**src/rtl/sd_chan_defs.svh**
```systemverilog
// Offsets, field positions, reset values and counts for the sigma-delta channel control block.
// Assumes inclusion by its bare name from the design file and the package.
`ifndef SD_CHAN_DEFS_SVH
`define SD_CHAN_DEFS_SVH

// ****************************************
// Sizes
// ****************************************
`define NUM_CH          3
`define ADDR_W          8
`define ACC_W           32
`define RES_W           16

// ****************************************
// Register offsets (global byte addresses, channel block index and word indices)
// ****************************************
`define GLOBAL_CTRL_OFS 8'h00
`define PIN_ENABLE_OFS  8'h04
`define CH_BASE_OFS     4'h1
`define CH_CTRL_IDX     2'h0
`define CH_INPUT_IDX    2'h1
`define CH_RESULT_IDX   2'h2

// ****************************************
// Global control fields
// ****************************************
`define REF_EN_BIT      0
`define REF_BUF_BIT     1
`define CLK_SRC_LSB     2
`define CLK_DIV_LSB     4
`define OSR_LSB         6
`define XOSR_BIT        8
`define GLOBAL_RST      9'h000

// ****************************************
// Channel control and input control fields
// ****************************************
`define START_BIT       0
`define FLAG_BIT        1
`define PAIR_LSB        0
`define GAIN_LSB        3
`define DELAY_LSB       6
`define BUF_LSB         8
`define GAIN_LIMIT      3'h6
`define IRQ_RESULT_MAX  3'h4
`define PRESCALE_W      3

`endif

```
**src/rtl/sd_chan_pkg.sv**
```systemverilog
// Types shared by the sigma-delta channel control block.
// Assumes the constants header is on the include path.
`include "sd_chan_defs.svh"

package sd_chan_pkg;

    typedef enum logic {CH_IDLE, CH_RUN} chan_state_type;

    typedef logic [`ACC_W-1:0] acc_type;

endpackage
```
**src/rtl/sd_chan_ctrl.sv**
```systemverilog
// Digital control of a multichannel sigma-delta converter: sinc3 decimation, input and gain
// shadowing, first-request delay, reference and power control, APB register slave.
// Assumes each MOD_BIT line is the modulator bit, valid on the cycle MOD_STROBE is high.
`timescale 1ns/1ps
`include "sd_chan_defs.svh"

module sd_chan_ctrl (
    input  wire logic                     SYS_CLK,        // System clock, 200 MHz.
    input  wire logic                     NRST,           // Asynchronous reset, active low.
    input  wire logic                     PSEL,           // APB select.
    input  wire logic                     PENABLE,        // APB access phase.
    input  wire logic                     PWRITE,         // APB direction, high for write.
    input  wire logic [`ADDR_W-1:0]       PADDR,          // APB byte address.
    input  wire logic [31:0]              PWDATA,         // APB write data.
    output logic      [31:0]              PRDATA,         // APB read data.
    output logic                          PREADY,         // APB ready.
    output logic                          PSLVERR,        // APB error on unmapped address.
    input  wire logic                     EXT_TICK,       // Alternate modulator clock source.
    input  wire logic [`NUM_CH-1:0]       MOD_BIT,        // Modulator bit stream per channel.
    output logic                          MOD_STROBE,     // Modulator clock tick.
    output logic                          REF_ON,         // Internal reference powered.
    output logic                          REF_BUF_ON,     // Reference output buffer on.
    output logic                          EXT_REF_SEL,    // Reference node left undriven.
    output logic      [`NUM_CH-1:0]       CH_POWER,       // Channel modulator powered.
    output logic      [3*`NUM_CH-1:0]     INPUT_SEL,      // Active input pair per channel.
    output logic      [3*`NUM_CH-1:0]     GAIN_SEL,       // Active amplifier gain per channel.
    output logic      [2*`NUM_CH-1:0]     BUF_SPEED,      // Input buffer speed per channel.
    output logic      [7:0]               DIG_IN_DISABLE, // Digital input off per analog pin.
    output logic      [`NUM_CH-1:0]       CONV_REQ        // Conversion request per channel.
);

    // ****************************************
    // Bus slave
    // ****************************************
    logic [8:0]             global_reg;
    logic [7:0]             pin_en_reg;
    logic                   pready_reg;
    logic [31:0]            prdata_reg;
    logic                   pslverr_reg;
    logic                   access;
    logic                   wr_done;
    logic                   rd_done;
    logic [3:0]             blk;
    logic [1:0]             sub;
    logic                   ch_hit;
    logic [1:0]             ch_idx;
    logic                   mapped;
    logic [31:0]            rd_next;
    logic [32*`NUM_CH-1:0]  ch_rd_bus;

    // The answer comes one cycle into the access phase so read data is a registered value.
    assign access  = PSEL & PENABLE;
    assign wr_done = access & pready_reg & PWRITE;
    assign rd_done = access & pready_reg & ~PWRITE;
    assign blk     = PADDR[7:4];
    assign sub     = PADDR[3:2];
    assign ch_hit  = (blk >= `CH_BASE_OFS) && (blk < `CH_BASE_OFS + 4'(`NUM_CH))
                     && (sub <= `CH_RESULT_IDX) && (PADDR[1:0] == 2'h0);
    assign ch_idx  = 2'(blk - `CH_BASE_OFS);
    assign mapped  = ch_hit || (PADDR == `GLOBAL_CTRL_OFS) || (PADDR == `PIN_ENABLE_OFS);

    always_comb
    begin
        rd_next = 32'h0000_0000;
        if (PADDR == `GLOBAL_CTRL_OFS)
            rd_next = {23'h000000, global_reg};
        else if (PADDR == `PIN_ENABLE_OFS)
            rd_next = {24'h000000, pin_en_reg};
        else if (ch_hit)
            rd_next = ch_rd_bus[32*ch_idx +: 32];
    end

    always_ff @(posedge SYS_CLK or negedge NRST)
    begin
        if (!NRST)
        begin
            pready_reg  <= 1'b0;
            prdata_reg  <= 32'h0000_0000;
            pslverr_reg <= 1'b0;
        end
        else
        begin
            pready_reg  <= access & ~pready_reg;
            pslverr_reg <= access & ~pready_reg & ~mapped;
            if (access && !pready_reg && !PWRITE)
                prdata_reg <= rd_next;
        end
    end

    always_ff @(posedge SYS_CLK or negedge NRST)
    begin
        if (!NRST)
        begin
            global_reg <= `GLOBAL_RST;
            pin_en_reg <= 8'h00;
        end
        else if (wr_done)
        begin
            if (PADDR == `GLOBAL_CTRL_OFS)
                global_reg <= PWDATA[8:0];
            if (PADDR == `PIN_ENABLE_OFS)
                pin_en_reg <= PWDATA[7:0];
        end
    end

    // ****************************************
    // Reference, pins and modulator tick
    // ****************************************
    logic [1:0]             clk_src;
    logic [1:0]             clk_div;
    logic [`PRESCALE_W-1:0] pre_cnt_reg;
    logic [`PRESCALE_W-1:0] pre_top;
    logic                   src_tick;
    logic                   tick_reg;
    logic [3:0]             osr_log2;
    logic [10:0]            osr_last;
    logic [4:0]             norm_shift;

    assign clk_src  = global_reg[`CLK_SRC_LSB +: 2];
    assign clk_div  = global_reg[`CLK_DIV_LSB +: 2];
    assign src_tick = (clk_src == 2'h0) ? 1'b1 : EXT_TICK;
    assign pre_top  = `PRESCALE_W'((4'h1 << clk_div) - 4'h1);

    // Ratio codes: normal 256, 128, 64, 32; extended 512, 1024, then 256 for the spare codes.
    always_comb
    begin
        case ({global_reg[`XOSR_BIT], global_reg[`OSR_LSB +: 2]})
            3'h0:    osr_log2 = 4'h8;
            3'h1:    osr_log2 = 4'h7;
            3'h2:    osr_log2 = 4'h6;
            3'h3:    osr_log2 = 4'h5;
            3'h4:    osr_log2 = 4'h9;
            3'h5:    osr_log2 = 4'ha;
            default: osr_log2 = 4'h8;
        endcase
    end
    assign osr_last   = 11'((12'h001 << osr_log2) - 12'h001);
    assign norm_shift = 5'(6'h1e - 6'(3 * osr_log2));

    always_ff @(posedge SYS_CLK or negedge NRST)
    begin
        if (!NRST)
        begin
            pre_cnt_reg <= '0;
            tick_reg    <= 1'b0;
        end
        else
        begin
            tick_reg <= 1'b0;
            if (src_tick)
            begin
                if (pre_cnt_reg >= pre_top)
                begin
                    pre_cnt_reg <= '0;
                    tick_reg    <= 1'b1;
                end
                else
                    pre_cnt_reg <= pre_cnt_reg + 1'b1;
            end
        end
    end

    always_ff @(posedge SYS_CLK or negedge NRST)
    begin
        if (!NRST)
        begin
            REF_ON         <= 1'b0;
            REF_BUF_ON     <= 1'b0;
            EXT_REF_SEL    <= 1'b1;
            DIG_IN_DISABLE <= 8'h00;
        end
        else
        begin
            // The reference follows software only; channel power-down leaves it alone.
            REF_ON         <= global_reg[`REF_EN_BIT];
            REF_BUF_ON     <= global_reg[`REF_BUF_BIT];
            EXT_REF_SEL    <= ~global_reg[`REF_EN_BIT] & ~global_reg[`REF_BUF_BIT];
            DIG_IN_DISABLE <= pin_en_reg;
        end
    end

    assign PRDATA     = prdata_reg;
    assign PREADY     = pready_reg;
    assign PSLVERR    = pslverr_reg;
    assign MOD_STROBE = tick_reg;

    // ****************************************
    // Channels
    // ****************************************
    genvar g;
    generate
        for (g = 0; g < `NUM_CH; g = g + 1)
        begin : chan
            sd_chan_pkg::chan_state_type state_reg;
            sd_chan_pkg::acc_type        int1_reg, int2_reg, int3_reg;
            sd_chan_pkg::acc_type        dly1_reg, dly2_reg, dly3_reg;
            sd_chan_pkg::acc_type        diff1, diff2, diff3, scaled;
            logic [10:0]                 dec_cnt_reg;
            logic                        start_reg;
            logic                        flag_reg;
            logic [2:0]                  pair_sh_reg, gain_sh_reg;
            logic [2:0]                  pair_reg, gain_reg;
            logic [1:0]                  delay_reg, buf_reg;
            logic [2:0]                  res_cnt_reg;
            logic [`RES_W-1:0]           result_reg;
            logic                        req_reg;
            logic                        sel;
            logic                        dec_step;
            logic                        changed;

            assign sel      = ch_hit && (ch_idx == 2'(g));
            assign dec_step = (state_reg == sd_chan_pkg::CH_RUN) && tick_reg
                              && (dec_cnt_reg >= osr_last);
            assign changed  = (pair_sh_reg != pair_reg) || (gain_sh_reg != gain_reg);

            // Differentiators close the comb; the difference wraps, which sinc3 tolerates.
            always_comb
            begin
                diff1  = int3_reg - dly1_reg;
                diff2  = diff1 - dly2_reg;
                diff3  = diff2 - dly3_reg;
                scaled = diff3 << norm_shift;
            end

            always_ff @(posedge SYS_CLK or negedge NRST)
            begin
                if (!NRST)
                begin
                    state_reg   <= sd_chan_pkg::CH_IDLE;
                    dec_cnt_reg <= 11'h000;
                    int1_reg    <= '0;
                    int2_reg    <= '0;
                    int3_reg    <= '0;
                    dly1_reg    <= '0;
                    dly2_reg    <= '0;
                    dly3_reg    <= '0;
                    result_reg  <= '0;
                end
                else
                begin
                    case (state_reg)
                        sd_chan_pkg::CH_IDLE:
                        begin
                            // Restarting from clean state makes every conversion repeatable.
                            dec_cnt_reg <= 11'h000;
                            int1_reg    <= '0;
                            int2_reg    <= '0;
                            int3_reg    <= '0;
                            dly1_reg    <= '0;
                            dly2_reg    <= '0;
                            dly3_reg    <= '0;
                            if (start_reg)
                                state_reg <= sd_chan_pkg::CH_RUN;
                        end
                        sd_chan_pkg::CH_RUN:
                        begin
                            if (!start_reg)
                                state_reg <= sd_chan_pkg::CH_IDLE;
                            else if (tick_reg)
                            begin
                                int1_reg <= int1_reg + {31'h0, MOD_BIT[g]};
                                int2_reg <= int2_reg + int1_reg;
                                int3_reg <= int3_reg + int2_reg;
                                dec_cnt_reg <= (dec_cnt_reg >= osr_last) ? 11'h000
                                               : dec_cnt_reg + 11'h001;
                                if (dec_step)
                                begin
                                    dly1_reg   <= int3_reg;
                                    dly2_reg   <= diff1;
                                    dly3_reg   <= diff2;
                                    result_reg <= scaled[30] ? 16'hffff : scaled[29:14];
                                end
                            end
                        end
                        default:
                            state_reg <= sd_chan_pkg::CH_IDLE;
                    endcase
                end
            end

            // Software settings; each channel owns its own copy.
            always_ff @(posedge SYS_CLK or negedge NRST)
            begin
                if (!NRST)
                begin
                    start_reg   <= 1'b0;
                    pair_sh_reg <= 3'h0;
                    gain_sh_reg <= 3'h0;
                    delay_reg   <= 2'h0;
                    buf_reg     <= 2'h0;
                end
                else if (wr_done && sel)
                begin
                    if (sub == `CH_CTRL_IDX)
                        start_reg <= PWDATA[`START_BIT];
                    if (sub == `CH_INPUT_IDX)
                    begin
                        pair_sh_reg <= PWDATA[`PAIR_LSB +: 3];
                        if (PWDATA[`GAIN_LSB +: 3] < `GAIN_LIMIT)
                            gain_sh_reg <= PWDATA[`GAIN_LSB +: 3];
                        delay_reg <= PWDATA[`DELAY_LSB +: 2];
                        buf_reg   <= PWDATA[`BUF_LSB +: 2];
                    end
                end
            end

            // Idle channels take new settings at once; running ones wait for the next decimation step.
            always_ff @(posedge SYS_CLK or negedge NRST)
            begin
                if (!NRST)
                begin
                    pair_reg <= 3'h0;
                    gain_reg <= 3'h0;
                end
                else if (state_reg == sd_chan_pkg::CH_IDLE || dec_step)
                begin
                    pair_reg <= pair_sh_reg;
                    gain_reg <= gain_sh_reg;
                end
            end

            // Results are counted from a start or an applied change; with a change on the
            // boundary the third result settles, otherwise the fourth, so delay 00 waits for 4.
            always_ff @(posedge SYS_CLK or negedge NRST)
            begin
                if (!NRST)
                    res_cnt_reg <= 3'h0;
                else if (state_reg == sd_chan_pkg::CH_IDLE)
                    res_cnt_reg <= 3'h0;
                else if (dec_step && changed)
                    res_cnt_reg <= 3'h0;
                else if (dec_step && res_cnt_reg < `IRQ_RESULT_MAX)
                    res_cnt_reg <= res_cnt_reg + 3'h1;
            end

            // A new result wins over a clear arriving in the same cycle.
            always_ff @(posedge SYS_CLK or negedge NRST)
            begin
                if (!NRST)
                    flag_reg <= 1'b0;
                else if (dec_step)
                    flag_reg <= 1'b1;
                else if (rd_done && sel && sub == `CH_RESULT_IDX)
                    flag_reg <= 1'b0;
                else if (wr_done && sel && sub == `CH_CTRL_IDX && !PWDATA[`FLAG_BIT])
                    flag_reg <= 1'b0;
            end

            always_ff @(posedge SYS_CLK or negedge NRST)
            begin
                if (!NRST)
                    req_reg <= 1'b0;
                else
                    req_reg <= flag_reg && (state_reg == sd_chan_pkg::CH_RUN)
                               && (res_cnt_reg >= (`IRQ_RESULT_MAX - {1'b0, delay_reg}));
            end

            assign ch_rd_bus[32*g +: 32] =
                (sub == `CH_CTRL_IDX)  ? {30'h0, flag_reg, start_reg} :
                (sub == `CH_INPUT_IDX) ? {22'h0, buf_reg, delay_reg, gain_sh_reg, pair_sh_reg} :
                                         {16'h0, result_reg};
            assign CH_POWER[g]         = (state_reg == sd_chan_pkg::CH_RUN);
            assign INPUT_SEL[3*g +: 3] = pair_reg;
            assign GAIN_SEL[3*g +: 3]  = gain_reg;
            assign BUF_SPEED[2*g +: 2] = buf_reg;
            assign CONV_REQ[g]         = req_reg;
        end
    endgenerate

endmodule

```
**config.mk**
```make
export PLATFORM = sky130hd
export DESIGN_NAME = sd_chan_ctrl
export DESIGN_NICKNAME = d
export VERILOG_FILES = /design/src/rtl/sd_chan_pkg.sv /design/src/rtl/sd_chan_ctrl.sv
export VERILOG_INCLUDE_DIRS = /design/src /design/src/rtl
export SDC_FILE = /design/constraint.sdc
export NUM_CORES = 2
export LEC_CHECK = 0
export BUFFER_PORTS_ARGS = -buffer_cell sky130_fd_sc_hd__buf_2
export CORE_MARGIN = 1.5
export CORE_UTILIZATION = 40
export CTS_CLUSTER_SIZE = 40
export DETAILED_ROUTE_END_ITERATION = 10
export PLACE_DENSITY = 0.55
export SYNTH_ARGS = -nofsm -noshare
export SYNTH_HDL_FRONTEND = slang
export SYNTH_SLANG_ARGS = --single-unit
```
**constraint.sdc**
```tcl
create_clock -name SYS_CLK -period 8.04 [get_ports SYS_CLK]
set_input_delay 2.01 -clock SYS_CLK [delete_from_list [all_inputs] [get_ports SYS_CLK]]
set_output_delay 2.01 -clock SYS_CLK [all_outputs]
set_load 0.01 [all_outputs]
```
## Yosys cells after proc, flatten, opt, wreduce, memory -nomap -nowiden

Index checks and enable logic that the tools add are counted.
W data, S select, Z words.

| word-level totals | value |
|---|---|
| register bits after elaboration | 792 |
| input port bits | 49 |
| output and inout port bits | 76 |
| word-level logic and storage cells | 357 |

| cells by class | value |
|---|---|
| $add $sub $neg | 32 |
| $mul | 1 |
| magnitude comparators | 14 |
| eq/ne operators | 28 |
| shifts and indexed selects | 6 |
| multiplexer cells | 113 |
| bitwise operators | 15 |
| reduce and logical (&&, ||, !) cells | 80 |

Operators with widths:

| operator | number |
|---|---|
| $mux W32 | 48 |
| $pmux W32 S2 | 18 |
| $sub A32 B32 Y32 | 9 |
| $add A32 B32 Y32 | 6 |
| $mux W16 | 9 |
| $mux W11 | 9 |
| $add A32 B1 Y32 | 3 |
| $shiftx A96 B8 Y32 | 1 |
| $shl A32 B5 Y31 | 3 |
| $pmux W11 S2 | 3 |
| $logic_and A1 B1 Y1 | 41 |
| $add A11 B1 Y11 const B | 3 |
| $ge A11 B11 Y1 | 3 |
| $mux W3 | 10 |
| $reduce_and A2 Y1 | 11 |
| $pmux W4 S5 | 1 |
| $ne A3 B3 Y1 | 6 |
| $reduce_and A3 Y1 | 6 |
| $mux W1 | 15 |
| $add A3 B1 Y3 const B | 4 |
| $ge A3 B3 Y1 | 4 |
| $lt A3 B3 Y1 const B | 4 |
| $ne A2 B1 Y1 const B | 6 |
| $reduce_and A4 Y1 | 3 |
| 26 further kinds | 63 |

## Logic depth before layout (Yosys ltp)

| logic depth | value |
|---|---|
| word-level depth | 11 |
| depth in mapped cells | 37 |

## Least setup slack after synthesis

OpenSTA, ideal clock, no wires.

| timing | value |
|---|---|
| path kind | register to register |
| start point | register chan[2].int3_reg[1] |
| end point | register chan[2].result_reg[10] |
| setup time | 121 ps |
| arrival | 6617 ps |
| slack | 1302 ps |
| cell stages (with the launch flop) | 31 |
| clock period less this slack | 6738 ps |
| cells stage by stage | dfrtp_1 > ha_1 > nor2b_1 > o21a_1 > o21ai_0 > a21oi_1 > o21ai_0 > nand2b_1 > a31oi_1 > o21bai_1 > xor2_1 > ha_1 > nand4_1 > or2_2 > o311a_1 > o21bai_1 > a21oi_1 > o21bai_1 > xor2_1 > ha_1 > or2_2 > a21o_1 > and3_1 > a221oi_1 > mux2i_1 > o211ai_1 > o21a_1 > a2111oi_0 > nand3_1 > buf_2 > o22a_1 |

| between the ends | value |
|---|---|
| cells in the longest elaborated chain, start to end | 5 |

RTL lines:

| element | line | source |
|---|---|---|
| from (decl) | sd_chan_ctrl.sv:195 | `sd_chan_pkg::acc_type int1_reg, int2_reg, int3_reg;` |
| from (signal assigned) | sd_chan_ctrl.sv:263 | `int3_reg <= int3_reg + int2_reg;` |
| $sub A32 B32 Y32 | sd_chan_ctrl.sv:219 | `diff1 = int3_reg - dly1_reg;` |
| $sub A32 B32 Y32 | sd_chan_ctrl.sv:220 | `diff2 = diff1 - dly2_reg;` |
| $sub A32 B32 Y32 | sd_chan_ctrl.sv:221 | `diff3 = diff2 - dly3_reg;` |
| $shl A32 B5 Y31 | sd_chan_ctrl.sv:222 | `scaled = diff3 << norm_shift;` |
| $mux W16 | sd_chan_ctrl.sv:271 | `result_reg <= scaled[30] ? 16'hffff : scaled[29:14];` |
| to (signal assigned) | sd_chan_ctrl.sv:271 |  |
| to (decl) | sd_chan_ctrl.sv:205 | `` logic [`RES_W-1:0] result_reg; `` |

No other way between the ends.
A chain may end at the register's enable or synchronous reset.

## Worst setup path after layout

| timing | value |
|---|---|
| start point | register chan[2].int3_reg[0] |
| end point | register chan[2].result_reg[9] |

The elaborated chain is that of the path after synthesis.

==> results.sh <==
export IMPL_power_density_mw_per_mm2=133
export IMPL_yosysTopAreaCellShare_pct=31.8
export IMPL_max_freq_mhz=134
export IMPL_highest_layer="met5"
export IMPL_port_buffers=86
export IMPL_peakVddDrop_mv=0.170
export IMPL_synth_top_area_cell="dfrtp_1"
export IMPL_drive_above_1_share_pct=8.02
export IMPL_vias=51300
export IMPL_wl_met1_um=79800
export IMPL_antenna_found_initial=9
export IMPL_relSlewSlack_pct=29.1
export IMPL_overflow=0
export IMPL_placed_area_sq_mm=0.0621
export IMPL_htreeDepth=3
export IMPL_criticalPathCategory="reg2reg"
export IMPL_via_per_inst=5.68
export IMPL_yosys_register_bits=758
export IMPL_first_iter_violations=3141
export IMPL_ys_warn_count=0
export IMPL_rows=141
export IMPL_clk_path_buf_depth=3
export IMPL_clkSlewWorstSetupHoldPaths_ns=0.06
export IMPL_worstPathMaxFanout=8
export IMPL_syn_avg_cell_area_sq_um=8.46
export IMPL_synthFlopType="dfrtp_1"
export IMPL_wl_met2_um=79000
export IMPL_yosysSeqAreaShare_pct=31.9
export IMPL_hold_start="pin_en_reg[4]"
export IMPL_worstMarginPinSlew_ns=1.06
export IMPL_crit_top_cell="a21o_1"
export IMPL_synth_async_reset_ratio_pct=100
export IMPL_hold_slack_ns=0.393
export IMPL_io_pins=125
export IMPL_rrSetupSlack_ns=0.56
export IMPL_reg2reg_from="chan[2].int3_reg[0]"
export IMPL_cts_root_buf="clkbuf_16"
export IMPL_outcome="completed"
export IMPL_coreArea_sq_mm=0.148
export IMPL_grt_usage_pct=22.6
export IMPL_cp_num_buf_inv=2
export IMPL_die_y_um=389
export IMPL_dr_wl_met3_um=6790
export IMPL_synth_cells=7034
export IMPL_synth_area_leaders="dfrtp_1 32%, ha_1 11%, nand2_1 5.0%"
export IMPL_dpl_hpwl_um=126000
export IMPL_grt_max_degree=152
export IMPL_wl_per_cell_um=19.0
export IMPL_min_path_cells=0
export IMPL_finalSetupViolations=0
export IMPL_routed_wl_um=172000
export IMPL_period_share_pct=93.0
export IMPL_ff2ff_path_depth=33
export IMPL_ys_types=99
export IMPL_cts_hold_buffers=0
export IMPL_hp_class="reg2reg"
export IMPL_finalNetCount=7599
export IMPL_slew_viol_final=0
export IMPL_drv_cap=0
export IMPL_die_w_um=389
export IMPL_clock_skew_ns=0.0498
export IMPL_clock_sinks=758
export IMPL_cp_end_kind="register"
export IMPL_worstPathRequired_ns=8.64
export IMPL_final_hold_violation_count=0
export IMPL_max_stage_delay_ns=0.41
export IMPL_ant_nets=0
export IMPL_place_congestion=0.908
export IMPL_grt_pass1_vias=50900
export IMPL_cts_buffers=98
export IMPL_final_cell_mix="791 x nand2_1, 756 x dfrtp_1, 574 x a21oi_1"
export IMPL_syn_area_sq_mm=0.0595
export IMPL_whs_endpoint="DIG_IN_DISABLE[4]"
export IMPL_period_minus_slack_ns=7.48
export IMPL_syn_to_final_growth_pct=10.3
export IMPL_initial_core_util_pct=40.3
export IMPL_dieArea_sq_mm=0.151
export IMPL_r2r_end="chan[2].result_reg[9]"
export IMPL_critical_path_top_delay_family="compound AO/OA/AOI/OAI gates"
export IMPL_critPathArrivalTime_ns=8.08
export IMPL_cp_start_kind="register"
export IMPL_fin_area_sq_mm=0.0656
export IMPL_critPathSlowestCell="fa_1"
export IMPL_power_leakage_nw=30.4
export IMPL_cts_tree="done"
export IMPL_drc=0
export IMPL_final_common_cell="nand2_1"
export IMPL_grt_pass1_wl_um=279000
export IMPL_clk_latency_ns=0.75
export IMPL_first_pass_iters=6
export IMPL_synth_edf_count=0
==> cell families after synthesis <==
family          Yosys count  share of synthesized area, %
mux                     154                          3.12
xor+xnor                473                          6.98
compound gates         2252                          25.2
fa+ha+maj               528                          11.3
simple gates           2128                          16.7
other cells               2                        0.0126
flops                   758                          31.9
buf+inv                 739                          4.84
==> stage by stage <==
stage	util [%]	power (W)	instances	setup slack (ns)	TNS, ns
finish	44.5	0.00876	9034	0.561	0
global route	44.5	0.00904	9033	-0.0416	-0.106
CTS	44.4	0.00888	9029	0.0358	0
detailed placement	42.1	0.00420	8848	-0.0150	-0.0922
global placement	42.1	0.00419	8848	0.0503	0
floorplan	-	0.00403	7050	1.30	0
==> area by class of cell <==
cell class,count,area [sq um]
Fill cell,14600,82000
Multi-Input combinational cell,5553,38000
Sequential cell,758,19000
Clock buffer,146,2900
Tap cell,1930,2410
Inverter,430,1620
Timing Repair Buffer,181,1280
Clock inverter,35,490
Antenna cell,1,2.50
==> worst register-to-register path, delay by kind of cell, from the launching register on <==
family | cells | cell delay, ns
buffers and inverters | 2 | 0.26
adder cells (fa/ha/maj) | 4 | 1.37
XOR/XNOR | 3 | 0.60
AO/OA/AOI/OAI | 19 | 4.03
flip-flops | 1 | 0.37
AND/OR/NAND/NOR | 5 | 0.73
==> routing by layer <==
metal	up-vias	global-route usage, %
met5	-	0
met4	8	8.07
met3	300	3.06
met2	938	37.3
met1	24800	30.1
li1	25300	-
==> where the power goes <==
group | switching [W] | total [W] | internal [W]
logic | 0.000210 | 0.000279 | 0.0000688
clock network | 0.00186 | 0.00463 | 0.00276
registers | 0.0000207 | 0.00385 | 0.00383
==> cells in the mapped netlist (all sizes together), types with 27 or more instances <==
| cell | n |
|---|---|
| nand4 | 69 |
| a22o | 241 |
| clkbuf | 234 |
| o31ai | 40 |
| and3 | 73 |
| a31oi | 63 |
| o211ai | 49 |
| xor2 | 180 |
| nand2 | 795 |
| nand3 | 162 |
| xnor2 | 292 |
| inv | 426 |
| o21a | 73 |
| a21o | 227 |
| o21bai | 71 |
| nor3 | 96 |
| nor2 | 496 |
| a211oi | 64 |
| buf | 75 |
| nor2b | 62 |
| and2 | 110 |
| a21oi | 590 |
| or2 | 37 |
| mux2 | 71 |
| mux2i | 65 |
| o21ai | 468 |
| nand2b | 72 |
| ha | 513 |
| a21boi | 38 |
| o22ai | 27 |
| or3 | 73 |
| dfrtp | 757 |
==> worst max path at each step <==
stage                             start                      to  slack, ns  cells past startpoint
floorplan           chan[2].int3_reg[1]  chan[2].result_reg[10]       1.30                     30
global placement    chan[2].int3_reg[0]   chan[2].result_reg[3]       0.05                     34
detailed placement  chan[2].int3_reg[0]   chan[2].result_reg[3]      -0.01                     33
CTS                 chan[2].int3_reg[0]   chan[2].result_reg[9]       0.04                     33
global route        chan[1].int3_reg[1]  chan[1].result_reg[14]      -0.04                     32
finish              chan[2].int3_reg[0]   chan[2].result_reg[9]       0.56                     33
==> what timing repair did <==
item | 4_1_cts | 5_1_grt
setup buffers | 0 | 4
resized for setup | 1 | 29
pin swaps | 0 | 5
endpoints found under the setup margin | 12 | 32
Note: power is estimated with default switching activity, not from simulation.
